File: src/rtl/ssci_pkg.sv
// Package: offsets, field positions, mode codes and carriers of the stepper command image
package ssci_pkg;

   // ------------------------------------------------------------
   // Register map (byte addresses of the 16-byte response image)
   // ------------------------------------------------------------
   localparam logic [7:0] ADDR_ACTUAL_POSITION = 8'h00;
   localparam logic [7:0] ADDR_ACTUAL_FREQUENCY = 8'h04;
   localparam logic [7:0] ADDR_ERROR_FLAGS = 8'h08;
   localparam logic [7:0] ADDR_CURRENT_MODE = 8'h0a;
   localparam logic [7:0] ADDR_DRIVE_STATE = 8'h0b;
   localparam logic [7:0] ADDR_VARIABLE_DATA = 8'h0c;
   // Command registers written by the controller
   localparam logic [7:0] ADDR_POSITION_SETPOINT = 8'h10;
   localparam logic [7:0] ADDR_FREQUENCY_SETPOINT = 8'h14;
   localparam logic [7:0] ADDR_COMMAND_MODE = 8'h18;
   localparam logic [7:0] ADDR_CONTROL_WORD = 8'h1c;
   localparam logic [7:0] ADDR_START = 8'h20;
   // Highest legal mode code; anything above is stored as idle
   localparam logic [7:0] MODE_CODE_LAST = 8'h08;
   // Image byte 15 is the high byte of the variable-data word
   localparam int VAR_INPUTS_LSB = 24;

   // ------------------------------------------------------------
   // Mode codes
   // ------------------------------------------------------------
   typedef enum logic [7:0] {
      SSCI_MODE_IDLE = 8'h00,
      SSCI_MODE_REL_POS = 8'h01,
      SSCI_MODE_REF_RUN = 8'h02,
      SSCI_MODE_CONT_RUN = 8'h03,
      SSCI_MODE_READ_IN = 8'h04,
      SSCI_MODE_MOTOR_PAR = 8'h05,
      SSCI_MODE_SET_POS = 8'h06,
      SSCI_MODE_CLR_ERR = 8'h07,
      SSCI_MODE_ABS_POS = 8'h08
   } ssci_mode_e;

   // ------------------------------------------------------------
   // Error flag positions (16-bit word: high byte is image byte 9)
   // ------------------------------------------------------------
   localparam int ERR_MOTOR_FAULT = 0;
   localparam int ERR_STATE_FAULT = 8;
   localparam int ERR_BOOTED = 9;
   localparam int ERR_PARAM_CHECK = 10;
   localparam int ERR_REFUSED_RUN = 11;
   localparam int ERR_BLOCKED = 12;
   localparam int ERR_POSITIONING = 13;
   localparam int ERR_END_SWITCH = 14;
   localparam int ERR_FREQ_CLAMP = 15;
   localparam logic [15:0] ERR_DEFINED_MASK = 16'hff01;
   localparam logic [15:0] ERR_RESET = 16'h0200;

   // Drive state bits, control word bits, input bits
   localparam int ST_RUNNING = 0;
   localparam int ST_FORWARD = 1;
   localparam int ST_IN_POSITION = 2;
   localparam int CW_FORWARD = 0;
   localparam int CW_CLEAR_POS = 1;
   localparam int CW_TO_HOME = 2;
   localparam int CW_TO_SWITCH_B = 3;
   localparam int CW_TO_SWITCH_A = 4;
   localparam int IN_SWITCH_A = 0;
   localparam int IN_SWITCH_B = 1;
   localparam int IN_HOME = 2;

   // ------------------------------------------------------------
   // Carriers
   // ------------------------------------------------------------
   typedef struct packed {
      logic motor_fault;
      logic state_fault;
      logic param_check;
      logic refused_run;
      logic blocked;
      logic positioning;
      logic end_switch;
      logic freq_clamp;
   } ssci_fault_s;

   typedef struct packed {
      logic running;
      logic forward;
      logic in_position;
      logic [31:0] position;
      logic [31:0] frequency;
   } ssci_drive_s;

   typedef struct packed {
      logic start;
      ssci_mode_e mode;
      logic [31:0] position;
      logic [31:0] frequency;
      logic [15:0] control;
   } ssci_cmd_s;

endpackage

File: src/rtl/ssci_image.sv
// Command and response process image of a stepper positioning module
//
// The plain strobed port was decided locally.
`timescale 1ns/100ps
`default_nettype none
// How it works
// - The sixteen-byte response image is readable at any time, always current.
// - Position, frequency, errors, mode, state, variable data at their byte offsets.
// - Error flags are sticky; a persisting cause sets the flag again.
// - Byte 9 flags state fault, boot, parameter check, refusal, block, position, switch, clamp.
// - Byte 8 bit 0 flags a general motor fault.
// - Mode 07h clears exactly the flags whose bits are one in the control word.
// - Several flags clear at once; all ones clears all but those whose cause is still present.
// - Byte 10 reports the active mode code 00h to 08h.
// - Byte 11 reports running, forward direction and target reached.
// - In mode 04h byte 15 returns switch A, switch B and home levels.
// - Start strobe launches the loaded mode, then the device clears it next cycle.
// - With strobe low no mode starts; the image is only refreshed.
// - Position setpoint is a target only in modes 01h, 06h and 08h.
// - Continuous run drives the motor at the frequency setpoint.
// - Reference run control: direction, clear position, home, switch B or switch A target.
module ssci_image (
   input wire logic mclk_in,
   input wire logic resetn_in,
   input wire logic [7:0] addr_in,
   input wire logic [31:0] wdata_in,
   input wire logic wr_in,
   input wire logic rd_in,
   output logic [31:0] rdata_out,
   input wire logic limit_switch_a_in,
   input wire logic limit_switch_b_in,
   input wire logic home_switch_in,
   input wire ssci_pkg::ssci_drive_s drive_in,
   input wire ssci_pkg::ssci_fault_s fault_in,
   output ssci_pkg::ssci_cmd_s launch_out,
   output logic [31:0] target_position_out,
   output logic load_position_out,
   output logic [31:0] run_frequency_out,
   output logic ref_forward_out,
   output logic ref_clear_position_out,
   output logic [2:0] ref_target_out,
   output logic [7:0] current_mode_out
);
   import ssci_pkg::*;

   // ------------------------------------------------------------
   // Command registers
   // ------------------------------------------------------------
   logic [31:0] position_setpoint;
   logic [31:0] frequency_setpoint;
   ssci_mode_e command_mode;
   logic [15:0] control_word;
   logic start;
   logic start_taken;

   always_ff @(posedge mclk_in or negedge resetn_in) begin
      if (!resetn_in) begin
         position_setpoint <= 32'h0000_0000;
         frequency_setpoint <= 32'h0000_0000;
         command_mode <= SSCI_MODE_IDLE;
         control_word <= 16'h0000;
      end else if (wr_in) begin
         unique case (addr_in)
            ADDR_POSITION_SETPOINT: begin
               position_setpoint <= wdata_in;
            end
            ADDR_FREQUENCY_SETPOINT: begin
               frequency_setpoint <= wdata_in;
            end
            ADDR_COMMAND_MODE: begin
               // Codes above 08h are not modes; they fall back to idle
               if (wdata_in[7:0] <= MODE_CODE_LAST) begin
                  command_mode <= ssci_mode_e'(wdata_in[7:0]);
               end else begin
                  command_mode <= SSCI_MODE_IDLE;
               end
            end
            ADDR_CONTROL_WORD: begin
               control_word <= wdata_in[15:0];
            end
            default: begin
            end
         endcase
      end
   end

   // Strobe: set by the controller, taken and dropped by the device next cycle
   assign start_taken = start;
   always_ff @(posedge mclk_in or negedge resetn_in) begin
      if (!resetn_in) begin
         start <= 1'b0;
      end else if (wr_in && addr_in == ADDR_START) begin
         start <= wdata_in[0];
      end else if (start_taken) begin
         start <= 1'b0;
      end
   end

   // ------------------------------------------------------------
   // Input synchronisers (three stages, change counted on agreement)
   // ------------------------------------------------------------
   logic [2:0] sw_s1;
   logic [2:0] sw_s2;
   logic [2:0] sw_s3;
   logic [2:0] switch_level;

   always_ff @(posedge mclk_in or negedge resetn_in) begin
      if (!resetn_in) begin
         sw_s1 <= 3'h0;
         sw_s2 <= 3'h0;
         sw_s3 <= 3'h0;
      end else begin
         sw_s1 <= {home_switch_in, limit_switch_b_in, limit_switch_a_in};
         sw_s2 <= sw_s1;
         sw_s3 <= sw_s2;
      end
   end

   always_ff @(posedge mclk_in or negedge resetn_in) begin
      if (!resetn_in) begin
         switch_level <= 3'h0;
      end else begin
         for (int i = 0; i < 3; i++) begin
            if (sw_s2[i] == sw_s3[i]) begin
               switch_level[i] <= sw_s3[i];
            end
         end
      end
   end

   // ------------------------------------------------------------
   // Mode launch and the active mode
   // ------------------------------------------------------------
   ssci_mode_e active_mode;

   always_ff @(posedge mclk_in or negedge resetn_in) begin
      if (!resetn_in) begin
         active_mode <= SSCI_MODE_IDLE;
      end else if (start_taken) begin
         active_mode <= command_mode;
      end
      // With the strobe low the mode is held and nothing new starts
   end

   always_ff @(posedge mclk_in or negedge resetn_in) begin
      if (!resetn_in) begin
         launch_out <= '0;
         target_position_out <= 32'h0000_0000;
         load_position_out <= 1'b0;
         run_frequency_out <= 32'h0000_0000;
         ref_forward_out <= 1'b0;
         ref_clear_position_out <= 1'b0;
         ref_target_out <= 3'h0;
      end else begin
         launch_out <= '0;
         load_position_out <= 1'b0;
         if (start_taken) begin
            launch_out.start <= 1'b1;
            launch_out.mode <= command_mode;
            launch_out.position <= position_setpoint;
            launch_out.frequency <= frequency_setpoint;
            launch_out.control <= control_word;
            unique case (command_mode)
               SSCI_MODE_REL_POS, SSCI_MODE_ABS_POS: begin
                  target_position_out <= position_setpoint;
               end
               SSCI_MODE_SET_POS: begin
                  target_position_out <= position_setpoint;
                  load_position_out <= 1'b1;
               end
               SSCI_MODE_CONT_RUN: begin
                  run_frequency_out <= frequency_setpoint;
               end
               SSCI_MODE_REF_RUN: begin
                  // Target bits pass unchecked; the controller sets one at most
                  ref_forward_out <= control_word[CW_FORWARD];
                  ref_clear_position_out <= control_word[CW_CLEAR_POS];
                  ref_target_out <= {control_word[CW_TO_SWITCH_A],
                                     control_word[CW_TO_SWITCH_B],
                                     control_word[CW_TO_HOME]};
               end
               default: begin
               end
            endcase
         end
      end
   end

   assign current_mode_out = active_mode;

   // ------------------------------------------------------------
   // Sticky error flags
   // ------------------------------------------------------------
   logic [15:0] error_flags;
   logic [15:0] error_cause;
   logic [15:0] error_clear;

   always_comb begin
      error_cause = 16'h0000;
      error_cause[ERR_MOTOR_FAULT] = fault_in.motor_fault;
      error_cause[ERR_STATE_FAULT] = fault_in.state_fault;
      error_cause[ERR_PARAM_CHECK] = fault_in.param_check;
      error_cause[ERR_REFUSED_RUN] = fault_in.refused_run;
      error_cause[ERR_BLOCKED] = fault_in.blocked;
      error_cause[ERR_POSITIONING] = fault_in.positioning;
      error_cause[ERR_END_SWITCH] = fault_in.end_switch | switch_level[IN_SWITCH_A]
                                    | switch_level[IN_SWITCH_B];
      error_cause[ERR_FREQ_CLAMP] = fault_in.freq_clamp;
   end

   // Clear acts in the cycle the clear-errors mode is launched
   assign error_clear = (start_taken && command_mode == SSCI_MODE_CLR_ERR) ?
                        control_word : 16'h0000;

   always_ff @(posedge mclk_in or negedge resetn_in) begin
      if (!resetn_in) begin
         error_flags <= ERR_RESET; // booted flag after every power-up
      end else begin
         // A cause present in the clearing cycle wins
         error_flags <= ((error_flags & ~error_clear) | error_cause) & ERR_DEFINED_MASK;
      end
   end

   // ------------------------------------------------------------
   // Response image read port
   // ------------------------------------------------------------
   logic [7:0] drive_state;
   logic [31:0] variable_data;

   always_comb begin
      drive_state = 8'h00;
      drive_state[ST_RUNNING] = drive_in.running;
      drive_state[ST_FORWARD] = drive_in.forward;
      drive_state[ST_IN_POSITION] = drive_in.in_position;
      variable_data = 32'h0000_0000;
      if (active_mode == SSCI_MODE_READ_IN) begin
         // Byte 15 is the high byte of the word at offset 0ch
         variable_data[VAR_INPUTS_LSB + IN_SWITCH_A] = switch_level[IN_SWITCH_A];
         variable_data[VAR_INPUTS_LSB + IN_SWITCH_B] = switch_level[IN_SWITCH_B];
         variable_data[VAR_INPUTS_LSB + IN_HOME] = switch_level[IN_HOME];
      end
   end

   // Bytes 8..11 share one word: errors low half, mode, then state
   always_ff @(posedge mclk_in or negedge resetn_in) begin
      if (!resetn_in) begin
         rdata_out <= 32'h0000_0000;
      end else if (rd_in) begin
         unique case (addr_in)
            ADDR_ACTUAL_POSITION: begin
               rdata_out <= drive_in.position;
            end
            ADDR_ACTUAL_FREQUENCY: begin
               rdata_out <= drive_in.frequency;
            end
            ADDR_ERROR_FLAGS: begin
               rdata_out <= {drive_state, active_mode, error_flags};
            end
            // Single-byte views of the mode and state bytes, zero-extended
            ADDR_CURRENT_MODE: begin
               rdata_out <= {24'h000000, active_mode};
            end
            ADDR_DRIVE_STATE: begin
               rdata_out <= {24'h000000, drive_state};
            end
            ADDR_VARIABLE_DATA: begin
               rdata_out <= variable_data;
            end
            ADDR_POSITION_SETPOINT: begin
               rdata_out <= position_setpoint;
            end
            ADDR_FREQUENCY_SETPOINT: begin
               rdata_out <= frequency_setpoint;
            end
            ADDR_COMMAND_MODE: begin
               rdata_out <= {24'h000000, command_mode};
            end
            ADDR_CONTROL_WORD: begin
               rdata_out <= {16'h0000, control_word};
            end
            ADDR_START: begin
               rdata_out <= {31'h0000_0000, start};
            end
            default: begin
               rdata_out <= 32'h0000_0000;
            end
         endcase
      end else begin
         rdata_out <= 32'h0000_0000;
      end
   end

endmodule
`default_nettype wire

File: config.mk
export PLATFORM = sky130hd
export DESIGN_NAME = ssci_image
export DESIGN_NICKNAME = d
export VERILOG_FILES = /design/src/rtl/ssci_pkg.sv /design/src/rtl/ssci_image.sv
export SDC_FILE = /design/constraint.sdc
export NUM_CORES = 1
export LEC_CHECK = 0
export BUFFER_PORTS_ARGS = -buffer_cell sky130_fd_sc_hd__buf_4
export CORE_MARGIN = 8
export CORE_UTILIZATION = 53
export CTS_CLUSTER_DIAMETER = 200
export DETAILED_ROUTE_END_ITERATION = 7
export PLACE_DENSITY = 0.92
export SETUP_SLACK_MARGIN = 0.1
export SKIP_CTS_REPAIR_TIMING = 1
export SLEW_MARGIN = 5
export SYNTH_ARGS = -nofsm -noshare
export SYNTH_HDL_FRONTEND = slang
export SYNTH_SLANG_ARGS = --single-unit
File: constraint.sdc
create_clock -name mclk_in -period 2.8 [get_ports mclk_in]
set_input_delay 0.56 -clock mclk_in [delete_from_list [all_inputs] [get_ports mclk_in]]
set_output_delay 0.56 -clock mclk_in [all_outputs]
set_load 0.02 [all_outputs]
==> metrics.md, run 1 <==
| Metric | Value |
|---|---|
| Outcome | `completed` |
| First-pass GRT wire length | `58.2 mm` |
| Synth async-reset ratio | `1.00` |
| Synthesized area | `0.0124 mm²` |
| Pwr Density | `571 mW/mm²` |
| # rows | `56` |
| Mapped Cells | `896` |
| Final setup vio count | `0` |
| Die area | `roughly 0.028 mm²` |
| CP max stage delay | `550 ps` |
| Tightest Pin Transition | `796 ps` |
| Worst Setup End Kind | `flop` |
| Placed Area | `0.0153 mm²` |
| Worst EP required | `3230 ps` |
| Slew HR | `0.470` |
| RSZ-0062 raised after global routing | `false` |
| Final global-route overflow total | `0` |
| Worst vdd ir | `540 µV` |
| Register area share after synthesis | `0.625` |
| Synth warn | `0` |
| Iteration-0 DRC Markers | `742` |
| FMAX | `0.420 GHz` |
| EDFF count, synth | `0` |
| Total CTS buffers | `30` |
| Fin util | `0.707` |
| Top cell type's share of synthesized area | `0.623` |
| Crit-path max FO | `25` |
| CTS Buffer Depth | `3` |
| Slew Limit Fails | `0` |
| P&R area growth vs syn | `32.5%` |
| Largest area contributor in the netlist | `dfrtp_1` |
| Initial core utilization | `0.533` |
| Final hold vios | `0` |
| Maximum number of pins on one net before global-route repair | `92` |
| # DRC | `0` |
| Max_cap viols | `0` |
| Area contributors post-synth | `dfrtp_1, mux2_2, and2_1, mux2i_1, nand2_1` |
| H-tree depth | `1` |
| Chip width | `169 µm` |
| Tightest Hold Check Type | `primary input to asynchronous set/reset pin` |
| I/O Buffers | `320` |
| Clock Skew | `10.8 ps` |
| CP Class | `flop to flop` |
| Vias in the first global route | `9,617` |
| Antenna-violating nets left | `0` |
| GRT Total Usage | `0.267` |
| CTS Sinks | `309` |
| Initial antenna violation count | `3` |
| Share of layout cells above drive strength 1 | `0.486` |
| Placer Congestion | `0.894` |
| RR Startpoint | `command_mode[7]` |
| Drt pass-1 iters | `5` |
| Cell Chain, Critical Path | `or4_4 -> nor3_2 -> nand2_1 -> nor2_4 -> buf_12 -> mux2_2` |
| CP Launch Point | `command_mode[7]` |
| Dominant synthesized flop cell | `dfrtp_1` |
| CTS Root Cell | `clkbuf_16` |
| Slowest CP cell | `or4_4` |
| Worst-path clk slew | `~70 ps` |
| Clk_lat worst skew | `560 ps` |
| Die Height | `169 µm` |
| Fin crit period | `2380 ps` |
| Startpoint types | `flop` |
| Via-to-Cell Ratio | `5.63` |
| Final setup margin | `417 ps` |
| IO Pins | `321` |
| Synth cell types | `58` |
| #FFs+latches synth | `roughly 310` |
| Core region area | `around 0.023 mm²` |
| Crit path DAT | `2820 ps` |
| Syn Nets | `1,018` |
| Final Cell Area | `0.0164 mm²` |
| CTS tree | `built` |
| Via count | `between 8,000 and 9,000` |
| Setup WS pre-CTS | `394 ps` |
| Avg WL per Cell | `between 20 and 25 µm` |
| Average size of a mapped cell | `13.8 µm²` |
| Hold WS | `9.83 ps` |
| Routed WL | `38.1 mm` |
| Nets | `1,356` |
| Hpwl dp | `between 20 and 30 mm` |
| Period utilisation layout | `0.851` |
| Leakage | `0.00845 µW` |
| Fin Setup TNS | `0 ps` |
-- state kept, by name, summed over array words and instances, names as in the netlist --
register,cells
current_mode_out,8
run_frequency_out,32
sw_s3,3
rdata_out,32
load_position_out,1
launch_out,89
ref_forward_out,1
sw_s2,3
position_setpoint,32
target_position_out,32
control_word,16
ref_target_out,3
sw_s1,3
switch_level,3
start,1
command_mode,8
error_flags,9
ref_clear_position_out,1
frequency_setpoint,32
-- worst paths after layout --
check	endpoint	cells after the start	slack, ps
max in group asynchronous	rdata_out[4]	2	1970
hold reg to reg	sw_s2[1]	0	350
setup reg to reg	run_frequency_out[9]	6	420
setup / recovery	run_frequency_out[9]	6	420
min in group mclk_in	sw_s1[0]	1	110
hold / removal	launch_out[42]	1	10
-- cells in the final DEF (no fill, tap or decap), types with 3 or more instances in the layout --
| cell | n |
|---|---|
| diode_2 | 3 |
| nand2_1 | 45 |
| maj3_1 | 3 |
| a22o_1 | 7 |
| clkinv_2 | 9 |
| nor2b_1 | 4 |
| nor3_1 | 4 |
| a211oi_1 | 4 |
| nand3b_1 | 5 |
| buf_4 | 346 |
| buf_12 | 8 |
| bufinv_16 | 4 |
| nor2_1 | 18 |
| clkbuf_16 | 31 |
| and3_1 | 4 |
| nor2b_2 | 5 |
| a31oi_1 | 3 |
| a21oi_1 | 24 |
| clkbuf_1 | 4 |
| mux4_2 | 7 |
| mux2_2 | 171 |
| o21ai_0 | 24 |
| mux2_1 | 3 |
| nand2_2 | 3 |
| nor4_1 | 3 |
| a21o_1 | 16 |
| nand3_1 | 10 |
| a22oi_1 | 21 |
| and2_1 | 91 |
| clkbuf_8 | 6 |
| dfrtp_1 | 307 |
| mux2i_1 | 25 |
-- critical path, delay by kind of cell (launching register included) --
kind | cells | cell delay, ps
muxes | 1 | 360
and+or+nand+nor | 4 | 1230
DFF | 1 | 400
buffers and inverters | 1 | 240
-- final cells by class --
type	instances	area, µm²
Fill cell	1558	6790
Inverter	2	7.51
Timing Repair Buffer	355	2770
Multi-Input combinational cell	536	4420
Antenna cell	3	7.51
Clock buffer	41	873
Tap cell	319	399
Sequential cell	309	7730
Clock inverter	15	180
-- synth_stat cells, types with 3 or more instances --
cell type and number:
and2_1 91, a211oi_1 4, nand2_1 47, a31oi_1 3
buf_6 3, mux2_2 171, buf_4 3, nor3_1 4
a22oi_1 21, buf_2 24, nor2b_2 5, mux2_1 3
mux4_2 7, nand3_1 10, nor2_1 18, maj3_1 3
nand3b_1 5, and3_1 4, nor2b_1 4, clkbuf_1 19
a22o_1 7, a21o_1 16, a21oi_1 24, mux2i_1 25
o21ai_0 24, nor4_1 4, nor4b_1 4, dfrtp_1 308
-- where the power goes --
part / internal, µW / switching, µW
clock network: 2540 / 1690
logic: 256 / 273
registers: 4530 / 71.3
-- per-stage QoR --
stage / total power, µW / std cells
floorplan: 4840 / 896
global route: 9670 / 1580
finish: 9370 / 1580
CTS: 9430 / 1577
global placement: 5190 / 1521
detailed placement: 5210 / 1521
-- logic make-up after synthesis --
logic type	synth area share
buffers and inverters	0.0206
adders and majority gates	0.00243
and+or+nand+nor	0.103
DFF	0.625
muxes	0.191
AOI/OAI and AO/OA	0.0575
-- metal layers --
| metal | GRT usage | part of all wire | vias to the layer above |
|---|---|---|---|
| li1 | - | - | 3836 |
| met1 | 0.319 | 0.38 | 4508 |
| met2 | 0.439 | 0.48 | 443 |
| met3 | 0.0885 | 0.10 | 104 |
| met4 | 0.111 | 0.043 | 0 |
| met5 | 0 | 0 | - |
No activity file was read; power rests on OpenSTA's default activity.
==> run 2: changes to the inputs <==
- RECOVER_POWER: not set -> 50
==> run 2 against run 1 <==
Flip-flop and latch count is the same. Largest power group unchanged. Clock power about the same. Critical endpoint unchanged. Highest routed layer unchanged. Die area is the same. Critical path depth did not move. Register-to-register slack about the same. The flow now finishes with violations (max-capacitance violations, max-slew violations).
==> metrics.md, run 2 (same netlist as run 1, synthesis figures left out) <==
| Metric | Value |
|---|---|
| Outcome | `finished, violations left (was completed)` |
| Failing checks | `max-capacitance violations, max-slew violations` |
| Core region area | `0.0232 mm² (unchanged)` |
| Total CTS buffers | `30 (unchanged)` |
| Fin util | `0.703 (was 0.707)` |
| CTS Sinks | `309 (unchanged)` |
| Hold WS | `41.4 ps (was 9.83 ps)` |
| # rows | `56 (unchanged)` |
| Worst vdd ir | `541 µV (was 540 µV)` |
| Maximum number of pins on one net before global-route repair | `92 (unchanged)` |
| Crit-path max FO | `25 (unchanged)` |
| Antenna-violating nets left | `0 (unchanged)` |
| CTS Buffer Depth | `3 (unchanged)` |
| IO Pins | `321 (unchanged)` |
| Largest register FFs | `89 (unchanged)` |
| Crit path DAT | `2810 ps (was 2820 ps)` |
| Final global-route overflow total | `0 (unchanged)` |
| Tightest Pin Transition | `1730 ps (was 796 ps)` |
| Placer Congestion | `0.894 (unchanged)` |
| Via count | `8,912 (was 8,891)` |
| Max_cap viols | `3 (was 0)` |
| Slew HR | `-0.151 (was 0.470)` |
| # DRC | `0 (unchanged)` |
| Iteration-0 DRC Markers | `731 (was 742)` |
| Worst Setup End Kind | `flop (unchanged)` |
| H-tree depth | `1 (unchanged)` |
| Die Height | `169 µm (unchanged)` |
| Nets | `1,356 (unchanged)` |
| P&R area growth vs syn | `31.7% (was 32.5%)` |
| Initial antenna violation count | `3 (unchanged)` |
| Pwr Density | `573 mW/mm² (was 571 mW/mm²)` |
| Setup WS pre-CTS | `394 ps (unchanged)` |
| FMAX | `0.420 GHz (about the same)` |
| Final setup vio count | `0 (unchanged)` |
| Most frequent cells in the layout | `buf_4, dfrtp_1, mux2_2 (unchanged)` |
| Startpoint types | `flop (unchanged)` |
| Share of layout cells above drive strength 1 | `0.478 (was 0.486)` |
| Largest Register | `launch_out (unchanged)` |
| First-pass GRT wire length | `58.2 mm (unchanged)` |
| CP Class | `flop to flop (unchanged)` |
| Most common cell after layout, fill and taps aside | `buf_4 (unchanged)` |
| Clock Skew | `12.2 ps (was 10.8 ps)` |
| Via-to-Cell Ratio | `5.64 (was 5.63)` |
| Worst-path clk slew | `60 ps (was 70 ps)` |
| I/O Buffers | `320 (unchanged)` |
| Final setup margin | `419 ps (was 417 ps)` |
| Hpwl dp | `28.4 mm (unchanged)` |
| CTS tree | `built (unchanged)` |
| Fin crit period | `2380 ps (about the same)` |
| Die area | `0.0285 mm² (unchanged)` |
| Initial core utilization | `0.533 (unchanged)` |
| Routed WL | `38.1 mm (about the same)` |
| Slew Limit Fails | `64 (was 0)` |
| Drt pass-1 iters | `5 (unchanged)` |
| Final hold vios | `0 (unchanged)` |
| Chip width | `169 µm (unchanged)` |
| Period utilisation layout | `0.850 (was 0.851)` |
| Clk_lat worst skew | `560 ps (about the same)` |
| Worst EP required | `3230 ps (about the same)` |
| Leakage | `0.00835 µW (was 0.00845 µW)` |
| Cell count of the worst reg-to-reg path | `6 (unchanged)` |
| Vias in the first global route | `9,617 (unchanged)` |
| Power, Total | `9350 µW (was 9370 µW)` |
| Avg WL per Cell | `24.1 µm (about the same)` |
| Tightest Hold Check Type | `primary input to asynchronous set/reset pin (unchanged)` |
| RSZ-0062 raised after global routing | `false (unchanged)` |
| CTS Root Cell | `clkbuf_16 (unchanged)` |
| GRT Total Usage | `0.267 (unchanged)` |
| Fin Setup TNS | `0 ps (unchanged)` |
-- run 2: cell types whose count changed in the layout (fill, tap and decap cells not counted), sizes merged --
cell | before | now
clkbuf | 41 | 54
buf | 355 | 342
-- run 2: metal layers --
| metal | vias to the layer above | routed length (µm) | GRT usage |
|---|---|---|---|
| li1 | 3836 | - | - |
| met1 | 4541 | 14300 | 0.319 |
| met2 | 434 | 18300 | 0.439 |
| met3 | 101 | 3810 | 0.0885 |
| met4 | 0 | 1630 | 0.111 |
| met5 | - | 0 | 0 |
-- run 2: through the flow --
stage,area [µm²],std cells
floorplan,12400,896
global placement,15300,1521
detailed placement,15300,1521
CTS,16400,1577
global route,16300,1580
finish,16300,1580
-- run 2: final cells by class --
class	instances	area [µm²]
antenna	3	7.51
fill	1574	6890
clock inverter	15	180
sequential	309	7730
tap	319	399
timing repair buffer	355	2670
inverter	2	7.51
multi-input combinational	536	4420
clock buffer	41	873
-- run 2: worst paths after layout --
path | start | end | slack [ps]
setup / recovery | command_mode[7] | run_frequency_out[9] | 420
hold / removal | resetn_in | launch_out[48] | 40
max in group asynchronous | resetn_in | target_position_out[13] | 700
hold reg to reg | sw_s1[1] | sw_s2[1] | 350
setup reg to reg | command_mode[7] | run_frequency_out[9] | 420
min in group mclk_in | limit_switch_a_in | sw_s1[0] | 130
-- run 2: where the power goes --
part	internal (µW)	switching [µW]	total (µW)	leakage, µW
logic	241	270	511	0.00359
registers	4530	71.7	4600	0.00423
clock network	2540	1690	4230	0.000522
total	7320	2030	9350	0.00835
-- run 2: critical path: stages, from the launching register on --
cell,delay [ps]
dfrtp_1,400
or4_4,550
nor3_2,240
nand2_1,140
nor2_4,300
buf_12,240
mux2_2,360
